**src/design/fsp_defines.svh**
```systemverilog
// Purpose: Constants for the flash self-programming controller
// Assumes: Included by design files by bare name
// Notes:   Offsets, field positions, reset values and timing counts
`ifndef FSP_DEFINES_SVH
`define FSP_DEFINES_SVH

// Control register bit positions
`define FSP_BIT_EN        0
`define FSP_BIT_ERASE     1
`define FSP_BIT_WRITE     2
`define FSP_BIT_LOCKSET   3
`define FSP_BIT_REENABLE  4
`define FSP_BIT_SIGNATURE_READ_BIT     5
`define FSP_BIT_BUSY      6
`define FSP_BIT_IRQEN     7

// Low five bit command patterns
`define FSP_CMD_LOAD      5'h01
`define FSP_CMD_ERASE     5'h03
`define FSP_CMD_WRITE     5'h05
`define FSP_CMD_LOCK      5'h09
`define FSP_CMD_REEN      5'h11

// Control register reset value
`define FSP_CTRL_RESET    8'h00

// Arm windows in clock cycles
`define FSP_STORE_WINDOW  3'h4
`define FSP_LOAD_WINDOW   3'h3

// Readback pointer addresses
`define FSP_ADDR_FUSE_LO  16'h0000
`define FSP_ADDR_LOCK     16'h0001
`define FSP_ADDR_FUSE_EXT 16'h0002
`define FSP_ADDR_FUSE_HI  16'h0003
`define FSP_ADDR_CAL      16'h0001
`define FSP_ADDR_SER_LAST 16'h0016

// Flash operation time in microseconds and cycles at 20 MHz
`define FSP_OP_TIME_US    4500
`define FSP_CLK_MHZ       20
`define FSP_OP_CYCLES     (`FSP_OP_TIME_US * `FSP_CLK_MHZ)

`endif

```
**src/design/fsp_pkg.sv**
```systemverilog
// Purpose: Types for the flash self-programming controller
// Assumes: Used with fsp_defines.svh
// Notes:   Gray-coded sequencer states
package fsp_pkg;
    typedef enum logic [1:0] {
        FSP_IDLE  = 2'b00,
        FSP_ARMED = 2'b01,
        FSP_BUSY  = 2'b11
    } fsp_state_t;
endpackage

```
**src/design/fsp_ctrl.sv**
```systemverilog
// Purpose: Flash self-programming controller: page buffer, erase, write, locks
// Assumes: CPU gives store and load strobes with pointer and data pair
// Notes:   Flash array is outside; this block drives its erase/write/lock ports
//
// Function
// RULE1 - Software erases page before writing it
// RULE2 - Buffer words load in any order
// RULE3 - Same page for erase and write
// RULE4 - Pattern X0000011 plus store erases page
// RULE5 - Erase: other region readable, own halts
// RULE6 - Pattern 00000001 plus store loads word
// RULE7 - Buffer clears after write, reenable, reset
// RULE8 - Load each buffer word only once
// RULE9 - EEPROM write during loading discards buffer
// RULE10 - Pattern X0000101 plus store writes page
// RULE11 - Write: other region readable, own halts
// RULE12 - Ready interrupt held while enable clear
// RULE13 - Block region reads, busy flag during ops
// RULE14 - Software reenables region, moves vectors
// RULE15 - Lock bits programmed where data zero
// RULE16 - Lock data bits 7,6 set recommended
// RULE17 - EEPROM write refuses programming and readback
// RULE18 - Pointer one returns lock bits
// RULE19 - Lock-set and enable auto-clear on timeout
// RULE20 - Pointers zero, three, two return fuses
// RULE21 - Programmed bits read zero, unprogrammed one
// RULE22 - Signature table layout with calibration byte
// RULE23 - Enable arms store four cycles, clears
// RULE24 - Only five legal low-bit patterns act
//
// Added by the designer: the register addresses and the plain strobed port.
`timescale 1ns/1ns
`include "fsp_defines.svh"
module fsp_ctrl
    import fsp_pkg::*;
#(
    parameter int PAGE_WORDS   = 128,
    parameter int WORD_BITS    = 7,
    parameter int PAGE_BITS    = 8,
    parameter int NO_READ_WHILE_WRITE_REGION_FIRST   = 224,
    parameter int OP_CYCLES    = `FSP_OP_CYCLES,
    parameter logic [7:0] SIG_BYTE0 = 8'h5A, // Arbitrary signature values
    parameter logic [7:0] SIG_BYTE1 = 8'hA5,
    parameter logic [7:0] SIG_BYTE2 = 8'h3C,
    parameter logic [7:0] CAL_BYTE  = 8'h80,
    parameter logic [71:0] SERIAL   = 72'h0
) (
    // Clock and reset
    input  wire logic        clk_in,
    input  wire logic        sys_rst_in,
    // Control register port
    input  wire logic        ctrl_wr_in,
    input  wire logic [7:0]  ctrl_wdata_in,
    input  wire logic        ctrl_rd_in,
    output logic      [7:0]  ctrl_rdata_out,
    // CPU instruction strobes
    input  wire logic        store_in,
    input  wire logic        load_in,
    input  wire logic [15:0] pointer_in,
    input  wire logic [15:0] data_pair_in,
    output logic      [7:0]  load_data_out,
    output logic             load_special_out,
    // EEPROM status
    input  wire logic        eeprom_write_busy_in,
    // Fuse and lock cells, one means unprogrammed
    input  wire logic [7:0]  fuse_low_byte_in,
    input  wire logic [7:0]  fuse_high_byte_in,
    input  wire logic [2:0]  fuse_extended_byte_in,
    input  wire logic [5:0]  lock_bits_in,
    // Flash array control
    output logic             flash_erase_out,
    output logic             flash_write_out,
    output logic             lock_prog_out,
    output logic [5:0]       lock_data_out,
    output logic [PAGE_BITS-1:0] flash_page_out,
    output logic [15:0]      flash_wdata_out,
    output logic             rww_block_out,
    output logic             cpu_halt_out,
    output logic             ready_irq_out
);
    localparam int CW = $clog2(OP_CYCLES + 1);

    fsp_state_t          state;
    logic [7:0]          ctrl;
    logic [2:0]          store_cnt;
    logic [2:0]          load_cnt;
    logic [CW-1:0]       op_cnt;
    logic                op_write;
    logic                op_no_read_while_write_region;
    logic                region_busy_flag;
    logic                loading;
    logic                buf_clear;
    logic                buf_wr;
    logic [WORD_BITS-1:0] rd_idx;
    logic [15:0]         buf_rdata;
    logic [4:0]          cmd_low;
    logic                cmd_legal;
    logic                store_hit;
    logic                load_hit;
    logic                window_out;
    logic                op_done;
    logic                eep_sync1;
    logic                eep_busy;
    logic [24:0]         cell_sync1;
    logic [24:0]         cell_sync2;
    logic [7:0]          next_load_data;
    logic [PAGE_BITS-1:0] ptr_page;

    // Command decode
    assign cmd_low   = ctrl_wdata_in[4:0];
    assign cmd_legal = cmd_low == `FSP_CMD_LOAD || cmd_low == `FSP_CMD_ERASE
                    || cmd_low == `FSP_CMD_WRITE || cmd_low == `FSP_CMD_LOCK
                    || cmd_low == `FSP_CMD_REEN; // RULE24
    assign store_hit  = state == FSP_ARMED && store_in && !ctrl[`FSP_BIT_SIGNATURE_READ_BIT]
                     && !eep_busy; // RULE17
    assign load_hit   = state == FSP_ARMED && load_in && load_cnt != 3'h0
                     && (ctrl[`FSP_BIT_LOCKSET] || ctrl[`FSP_BIT_SIGNATURE_READ_BIT]); // RULE18 RULE22
    assign window_out = state == FSP_ARMED && store_cnt == 3'h1 && !store_in;
    assign op_done    = state == FSP_BUSY && op_cnt == CW'(1);
    assign ptr_page   = pointer_in[WORD_BITS+PAGE_BITS:WORD_BITS+1];
    assign buf_wr     = store_hit && ctrl[4:1] == 4'h0; // RULE6
    assign buf_clear  = (op_done && op_write)
                     || (store_hit && ctrl[`FSP_BIT_REENABLE])
                     || (loading && eep_busy); // RULE7 RULE9

    // EEPROM busy synchroniser
    always_ff @(posedge clk_in) begin
        if (sys_rst_in) begin
            eep_sync1 <= 1'b0;
            eep_busy  <= 1'b0;
        end else begin
            eep_sync1 <= eeprom_write_busy_in;
            eep_busy  <= eep_sync1;
        end
    end

    // Fuse and lock cell synchroniser
    always_ff @(posedge clk_in) begin
        if (sys_rst_in) begin
            cell_sync1 <= '1;
            cell_sync2 <= '1;
        end else begin
            cell_sync1 <= {fuse_low_byte_in, fuse_high_byte_in, fuse_extended_byte_in,
                           lock_bits_in};
            cell_sync2 <= cell_sync1;
        end
    end

    // Sequencer
    always_ff @(posedge clk_in) begin
        if (sys_rst_in) begin
            state     <= FSP_IDLE;
            store_cnt <= 3'h0;
            load_cnt  <= 3'h0;
            op_cnt    <= '0;
            op_write  <= 1'b0;
            op_no_read_while_write_region   <= 1'b0;
        end else begin
            unique case (state)
                FSP_IDLE: begin
                    if (ctrl_wr_in && ctrl_wdata_in[`FSP_BIT_EN] && cmd_legal
                        && !eep_busy) begin // RULE17 RULE24
                        state     <= FSP_ARMED;
                        store_cnt <= `FSP_STORE_WINDOW; // RULE23
                        load_cnt  <= `FSP_LOAD_WINDOW;
                    end
                end
                FSP_ARMED: begin
                    store_cnt <= store_cnt - 3'h1;
                    if (load_cnt != 3'h0) begin
                        load_cnt <= load_cnt - 3'h1;
                    end
                    if (store_hit && (ctrl[`FSP_BIT_ERASE] || ctrl[`FSP_BIT_WRITE]
                        || ctrl[`FSP_BIT_LOCKSET])) begin // RULE4 RULE10 RULE15
                        state    <= FSP_BUSY;
                        op_cnt   <= CW'(OP_CYCLES);
                        op_write <= ctrl[`FSP_BIT_WRITE];
                        op_no_read_while_write_region  <= !ctrl[`FSP_BIT_LOCKSET]
                                 && ptr_page >= PAGE_BITS'(NO_READ_WHILE_WRITE_REGION_FIRST);
                    end else if (store_hit || load_hit || window_out) begin
                        state <= FSP_IDLE; // RULE19 RULE23
                    end else if (ctrl[`FSP_BIT_SIGNATURE_READ_BIT] && load_cnt == 3'h1) begin
                        state <= FSP_IDLE;
                    end
                end
                FSP_BUSY: begin
                    op_cnt <= op_cnt - CW'(1);
                    if (op_done) begin
                        state <= FSP_IDLE;
                    end
                end
                default: state <= FSP_IDLE;
            endcase
        end
    end

    // Control register bits
    always_ff @(posedge clk_in) begin
        if (sys_rst_in) begin
            ctrl <= `FSP_CTRL_RESET;
        end else if (state == FSP_IDLE && ctrl_wr_in) begin
            ctrl[`FSP_BIT_IRQEN] <= ctrl_wdata_in[`FSP_BIT_IRQEN];
            if (ctrl_wdata_in[`FSP_BIT_EN] && cmd_legal && !eep_busy) begin
                ctrl[5:0] <= ctrl_wdata_in[5:0];
            end
        end else if ((state == FSP_ARMED && (store_hit || load_hit || window_out
                     || (ctrl[`FSP_BIT_SIGNATURE_READ_BIT] && load_cnt == 3'h1))
                     && !(store_hit && ctrl[3:1] != 3'h0)) || op_done) begin
            ctrl[5:0] <= 6'h00; // RULE19 RULE23
        end
    end

    // Region busy flag
    always_ff @(posedge clk_in) begin
        if (sys_rst_in) begin
            region_busy_flag <= 1'b0;
        end else if (store_hit && (ctrl[`FSP_BIT_ERASE] || ctrl[`FSP_BIT_WRITE])) begin
            region_busy_flag <= 1'b1; // RULE13
        end else if (store_hit && (ctrl[`FSP_BIT_REENABLE] || ctrl[4:1] == 4'h0)) begin
            region_busy_flag <= 1'b0;
        end
    end

    // Loading in progress tracker
    always_ff @(posedge clk_in) begin
        if (sys_rst_in || buf_clear) begin
            loading <= 1'b0;
        end else if (buf_wr) begin
            loading <= 1'b1; // RULE9
        end
    end

    // Flash array control outputs
    always_ff @(posedge clk_in) begin
        if (sys_rst_in) begin
            flash_erase_out <= 1'b0;
            flash_write_out <= 1'b0;
            lock_prog_out   <= 1'b0;
            lock_data_out   <= 6'h3F;
            flash_page_out  <= '0;
        end else begin
            if (store_hit && (ctrl[`FSP_BIT_ERASE] || ctrl[`FSP_BIT_WRITE])) begin
                flash_page_out <= ptr_page; // RULE4 RULE10
            end
            if (store_hit && ctrl[`FSP_BIT_LOCKSET]) begin
                lock_data_out <= data_pair_in[5:0]; // RULE15
            end
            flash_erase_out <= store_hit && ctrl[`FSP_BIT_ERASE] ? 1'b1 :
                               op_done ? 1'b0 : flash_erase_out;
            flash_write_out <= store_hit && ctrl[`FSP_BIT_WRITE] ? 1'b1 :
                               op_done ? 1'b0 : flash_write_out;
            lock_prog_out   <= store_hit && ctrl[`FSP_BIT_LOCKSET] ? 1'b1 :
                               op_done ? 1'b0 : lock_prog_out;
        end
    end

    // Buffer word streamed to array during page write
    always_ff @(posedge clk_in) begin
        if (sys_rst_in) begin
            rd_idx <= '0;
        end else if (state == FSP_BUSY && op_write) begin
            rd_idx <= rd_idx + WORD_BITS'(1);
        end else begin
            rd_idx <= '0;
        end
    end

    always_ff @(posedge clk_in) begin
        if (sys_rst_in) begin
            flash_wdata_out <= 16'hFFFF;
        end else begin
            flash_wdata_out <= buf_rdata;
        end
    end

    // Region blocking, halting and ready interrupt
    always_ff @(posedge clk_in) begin
        if (sys_rst_in) begin
            rww_block_out <= 1'b0;
            cpu_halt_out  <= 1'b0;
            ready_irq_out <= 1'b0;
        end else begin
            rww_block_out <= region_busy_flag; // RULE13
            cpu_halt_out  <= state == FSP_BUSY && op_no_read_while_write_region && !op_done; // RULE5 RULE11
            ready_irq_out <= ctrl[`FSP_BIT_IRQEN] && !ctrl[`FSP_BIT_EN]; // RULE12
        end
    end

    // Fuse, lock and signature readback
    always_comb begin
        next_load_data = 8'hFF;
        if (ctrl[`FSP_BIT_LOCKSET]) begin
            unique case (pointer_in)
                `FSP_ADDR_FUSE_LO:  next_load_data = cell_sync2[24:17]; // RULE20 RULE21
                `FSP_ADDR_LOCK:     next_load_data = {2'b11, cell_sync2[5:0]}; // RULE18
                `FSP_ADDR_FUSE_EXT: next_load_data = {5'h1F, cell_sync2[8:6]};
                `FSP_ADDR_FUSE_HI:  next_load_data = cell_sync2[16:9];
                default:            next_load_data = 8'hFF;
            endcase
        end else if (pointer_in == `FSP_ADDR_CAL) begin
            next_load_data = CAL_BYTE; // RULE22
        end else if (!pointer_in[0] && pointer_in <= `FSP_ADDR_SER_LAST) begin
            unique case (pointer_in[4:1])
                4'h0:    next_load_data = SIG_BYTE0;
                4'h1:    next_load_data = SIG_BYTE1;
                4'h2:    next_load_data = SIG_BYTE2;
                default: next_load_data = SERIAL[8*(pointer_in[4:1]-4'h3) +: 8];
            endcase
        end
    end

    always_ff @(posedge clk_in) begin
        if (sys_rst_in) begin
            load_data_out    <= 8'h00;
            load_special_out <= 1'b0;
        end else begin
            load_special_out <= load_hit && !eep_busy; // RULE17
            if (load_hit && !eep_busy) begin
                load_data_out <= next_load_data;
            end
        end
    end

    // Status read of control register
    always_ff @(posedge clk_in) begin
        if (sys_rst_in) begin
            ctrl_rdata_out <= 8'h00;
        end else if (ctrl_rd_in) begin
            ctrl_rdata_out <= {ctrl[7], region_busy_flag, ctrl[5:0]};
        end
    end

    fsp_page_buffer #(
        .WORDS (PAGE_WORDS),
        .AW    (WORD_BITS)
    ) fsp_page_buffer_inst (
        .clk_in      (clk_in),
        .sys_rst_in  (sys_rst_in),
        .wr_in       (buf_wr),
        .wr_idx_in   (pointer_in[WORD_BITS:1]),
        .wr_data_in  (data_pair_in),
        .clear_in    (buf_clear),
        .rd_idx_in   (rd_idx),
        .rd_data_out (buf_rdata)
    );
endmodule // fsp_ctrl

```
**src/design/fsp_page_buffer.sv**
```systemverilog
// Purpose: Temporary page buffer of the self-programming controller
// Assumes: Single clock, synchronous active-high reset
// Notes:   Flip-flop storage, random word addressing
`timescale 1ns/1ns
module fsp_page_buffer #(
    parameter int WORDS  = 128,
    parameter int AW     = 7
) (
    // Clock and reset
    input  wire logic          clk_in,
    input  wire logic          sys_rst_in,
    // Write side
    input  wire logic          wr_in,
    input  wire logic [AW-1:0] wr_idx_in,
    input  wire logic [15:0]   wr_data_in,
    input  wire logic          clear_in,
    // Read side
    input  wire logic [AW-1:0] rd_idx_in,
    output logic      [15:0]   rd_data_out
);
    logic [15:0] mem [WORDS];

    genvar i;
    generate
        for (i = 0; i < WORDS; i++) begin : g_word
            always_ff @(posedge clk_in) begin
                if (sys_rst_in || clear_in) begin
                    mem[i] <= 16'hFFFF; // RULE7 RULE9
                end else if (wr_in && wr_idx_in == AW'(i)) begin
                    mem[i] <= wr_data_in; // RULE2 RULE6
                end
            end
        end
    endgenerate

    always_ff @(posedge clk_in) begin
        rd_data_out <= mem[rd_idx_in];
    end
endmodule // fsp_page_buffer

```
**config.mk**
```make
export PLATFORM = sky130hd
export DESIGN_NAME = fsp_ctrl
export DESIGN_NICKNAME = d
export VERILOG_FILES = /design/src/design/fsp_pkg.sv /design/src/design/fsp_ctrl.sv /design/src/design/fsp_page_buffer.sv
export VERILOG_INCLUDE_DIRS = /design/src /design/src/design
export SDC_FILE = /design/constraint.sdc
export NUM_CORES = 2
export LEC_CHECK = 0
export ABC_CLOCK_PERIOD_IN_PS = 8700
export BUFFER_PORTS_ARGS = -buffer_cell sky130_fd_sc_hd__buf_2
export CAP_MARGIN = 25
export CORE_ASPECT_RATIO = 0.8
export CORE_UTILIZATION = 45
export DETAILED_ROUTE_END_ITERATION = 10
export PLACE_DENSITY = 0.58
export SLEW_MARGIN = 20
export SYNTH_ARGS = -nofsm -noshare
export SYNTH_HDL_FRONTEND = slang
export SYNTH_SLANG_ARGS = --single-unit
```
**constraint.sdc**
```tcl
create_clock -name clk_in -period 8.7 [get_ports clk_in]
set_input_delay 0.87 -clock clk_in [delete_from_list [all_inputs] [get_ports clk_in]]
set_output_delay 0.87 -clock clk_in [all_outputs]
set_load 0.02 [all_outputs]
```
## Yosys cells after proc, flatten, opt, wreduce, memory -nomap -nowiden

Memory sizes are Yosys's and may differ from the RTL's. A register that Yosys moved wholly into a read port is not among the register bits.
Index checks and enable logic that the tools add are counted.
Widths: inputs -> output; s select.

- Reduce and logical (&&, ||, !) cells: 208
- Shifts and indexed selects: 1
- Eq/ne operators: 148
- Add/sub/neg operators: 5
- Bitwise gates (word level): 129
- Muxes and demuxes: 541
- Magnitude comparators: 2

Operators by type and width:

| cell | number |
|---|---|
| $mux 16 | 128 |
| $eq 7x7->1 const B | 64 |
| $mux 1 | 392 |
| $eq 7x6->1 const B | 32 |
| $logic_and 1x1->1 | 164 |
| $or 1x1->1 | 128 |
| $eq 7x5->1 const B | 16 |
| $shiftx 72x33->8 const A | 1 |
| $eq 7x4->1 const B | 8 |
| $pmux 17 s2 | 1 |
| $eq 16x2->1 const B | 2 |
| $pmux 8 s4 | 1 |
| $eq 7x3->1 const B | 4 |
| $mux 8 | 3 |
| $pmux 8 s3 | 1 |
| $mux 6 | 3 |
| $eq 17x1->1 const B | 1 |
| $mux 17 | 1 |
| $sub 17x1->17 const B | 1 |
| $eq 16x1->1 const B | 1 |
| $le 16x5->1 const B | 1 |
| $logic_not 16->1 | 1 |
| $logic_or 1x1->1 | 15 |
| $eq 7x2->1 const B | 2 |
| 32 further kinds | 63 |

- Memories kept: 1
- RAM bits: 2048
- Flip-flop bits (word level): 148
- Bits of input ports: 72

Memory list:

| memory | words | width | rd ports | clocked after Yosys merged registers in | wr ports | line | RTL |
|---|---|---|---|---|---|---|---|
| fsp_page_buffer_inst.mem | 128 | 16 | 1 | 1 | 128 | fsp_page_buffer.sv:21 | `logic [15:0] mem [WORDS];` |

## Depth between registers and ports, before layout

- Word-level depth: 12
- Gate-level depth with buffers: 11
- Gate-level depth less buffers: 8

## Modules after synthesis

From an unflattened synthesis, not the netlist that was laid out.

- Cell total of the unflattened synthesis: 6363
- Area, all modules: 99575.5 um^2

By module, submodules not included:

| module | area an instance (um^2) | instances | cells an instance |
|---|---|---|---|
| fsp_page_buffer | 94135.3 | 1 | 5825 |
| fsp_ctrl | 5440.2 | 1 | 538 |

## Worst setup path after synthesis

No wires, ideal clock.

- Path type: input port to flip-flop
- Start: input port store_in
- End: memory fsp_page_buffer_inst.mem[20][0], enable pin
- Library setup time: 0.411 ns
- Arrival time: 3.228 ns
- Required time: 8.289 ns
- Stages: 7
- Path slack: 5.061 ns
- Buffers on the path: 2
- Cell sequence: nor3b_1 > and2_1 > buf_2 > and3b_1 > nand2_1 > clkbuf_1 > o21ai_0

RTL lines:

| item | line | RTL |
|---|---|---|
| from (decl) | fsp_ctrl.sv:57 | `input wire logic store_in,` |
| to (decl) | fsp_page_buffer.sv:21 |  |

==> flow_summary.toml <==
[run_status]
status = "completed"

[sta]
final-hold-violation-count = 0
maxSlewViolCount = 0
slew_headroom_pct = 7.38
finalSetupViolCount = 0
rsz0062_at_grt = "no"
timing.final.ws_setup_ps = 3900
fmax_mhz = 209
finalCriticalPeriod_ps = 4800
min_period_over_period_pct = 55.1
setup_tns_ps = 0
tightest_slew_ps = 1390
clock_skew_ps = 64.0

[clock_network]
clock-sinks = 2212
cts_tree = "done"
root_buffer = "clkbuf_16"
clk_latency_ps = 870
cts_htree_levels = 4
cts_buffer_depth = 3
post_cts_buffers = 0
cts_resized = 0
cts_made_buffers = 213
clk_pin_slew_worst_paths_ps = 70
cts_hold_buf = 0

[grt]
grt_max_degree = 181
antenna_found_initial = 23
grt_overflow_total = 0
grtUsageTotal_pct = 32.9
grt_first_pass_wirelength_mm = 483
grt_pass1_vias = 58700

[floorplanning]
coreArea_sq_um = 212000
die_h_microns = 416
placement_rows = 151
die_x_microns = 519
die_area_sq_um = 216000
ios = 125
start_util_pct = 45.4

[final_layout]
stdcell_area_sq_um = 107000
area_growth_syn_to_layout_pct = 11.3
final_cell_mix = "nand2_1, edfxtp_1, mux2i_1, mux4_2, nor2_1"
drive_above_1_share_pct = 18.3
layout_commonest_cell = "nand2_1"
fin_nets = 6989

[synth]
synth_edf_count = 2048
ys_seq_area_share_pct = 67.2
syn_area_per_cell_sq_um = 14.0
ys_seq_elements = 2212
synthFlopType = "edfxtp_1"
syn_area_sq_um = 96400
synthCells = 6887
syn_nets = 6967
yosys_warnings = 0
ys_types = 59
async_reset_ff_share_pct = 0

[routing]
wl_mm = 358
dr.pass1.iters = 9
ant_nets = 0
vias_per_cell = 6.33
drt_iter0_drc = 10500
vias = 62800
route.detailed.drc = 0
post_drt_wl_per_cell_microns = 36.1

[worst_setup_path]
cp_cell_sequence = "nor2b_1 > and2_1 > and3_1 > nand2_2 > buf_12 > nor2_8 > buf_12 > buf_4 > nand2_1"
worstPathRequired_ps = 9240
crit_arrival_ps = 5330
worst_path_max_delay_cell = "buf_12"
reg2reg_depth = 9
crit_path_max_fanout = 180
max_stage_delay_ps = 710
path_common_cell = "buf_12"
critical_path_class = "flop to flop"
worstSetupStartpointType = "flop"
end_kind = "flop"

[placement]
hpwl_mm = 221
dpl_cell_area_sq_um = 100000
port_buffers = 123
gp_congestion = 0.909
dpl_worst_slack_ps = 3230

[power]
p_per_area_nw_per_um2 = 202
irDropWorstVdd_mv = 0.218
p_leak_nw = 25.0

[min_path]
hold_depth = 2
hold_class = "primary input to flop"

[run]
drv_cap = 0
[power by group]
| group | leakage, nW | switching [mW] | internal, mW |
|---|---|---|---|
| Sequential | 15.2 | 0.00887 | 11.6 |
| Combinational | 6.54 | 0.826 | 0.134 |
| Clock | 3.27 | 4.20 | 4.95 |
[flip-flops by register name, summed over array words and instances (netlist names), 6 cells and up]
signal,count
cell_sync1,25
cell_sync2,25
ctrl,7
ctrl_rdata_out,8
flash_page_out,8
flash_wdata_out,16
fsp_page_buffer_inst.mem,2048
fsp_page_buffer_inst.rd_data_out,16
load_data_out,8
lock_data_out,6
op_cnt,17
rd_idx,7
[cell usage after synthesis, types with 38 or more instances]
library cell	number	share of area, %
a21oi_1	87	0.45
a22oi_1	87	0.68
a31oi_1	38	0.25
buf_2	106	0.55
buf_4	77	0.60
buf_6	186	2.2
clkbuf_1	158	0.62
dfxtp_1	164	3.4
edfxtp_1	2048	64
mux2i_1	437	4.5
mux4_2	393	9.2
nand2_1	2160	8.4
nor2_1	350	1.4
o21ai_0	188	0.98
or2_2	69	0.45
[worst paths after layout]
| check | from | to | slack, ps |
|---|---|---|---|
| hold / removal | fuse_low_byte_in[6] | cell_sync1[23] | 190 |
| hold reg to reg | cell_sync1[8] | cell_sync2[8] | 410 |
| setup reg to reg | state[0] | fsp_page_buffer_inst.mem[110][13] | 3900 |
| setup / recovery | state[0] | fsp_page_buffer_inst.mem[110][13] | 3900 |
[cells by family after synthesis]
| logic type | after synthesis | synth area share, % |
|---|---|---|
| AOI/OAI and AO/OA | 528 | 3.38 |
| muxes | 833 | 13.8 |
| buffers and inverters | 554 | 4.06 |
| adders and majority gates | 9 | 0.114 |
| DFF | 2212 | 67.2 |
| and+or+nand+nor | 2730 | 11.3 |
| xor gates and xnor gates | 21 | 0.191 |
[stage by stage]
stage                     hold slack [ps]  instances  power, mW  util [%]
after global placement                393       9503       12.7      47.1
after floorplan                       389       6887       12.1         -
after CTS                             149       9906       21.7      50.5
after global routing                  167       9912       22.1      50.5
after detailed placement              393       9519       12.7      47.3
final                                 194       9916       21.7      50.5
[worst max-delay path, delay by kind of cell, from the launching register on]
kind | cells | cell delay, ps
simple gates | 6 | 2170
flops | 1 | 560
buf+inv | 3 | 1670
[per-layer routing]
layer / track usage (%) / vias to the layer above / wire [microns]
met5: 0 / - / 78
met4: 13.7 / 12 / 17000
met3: 11.7 / 663 / 55500
met2: 46.1 / 4717 / 150000
met1: 46.4 / 32200 / 136000
li1: - / 25200 / -
[layout make-up]
class                      count  area (sq um)
fill                       18000        105000
sequential                  2212         64800
multi-input combinational   4121         29300
clock buffer                 289          5920
tap                         2830          3540
timing repair buffer         350          2870
clock inverter                98           779
inverter                      11          41.3
antenna                        5          12.5
(Power assumes the default switching activity.)
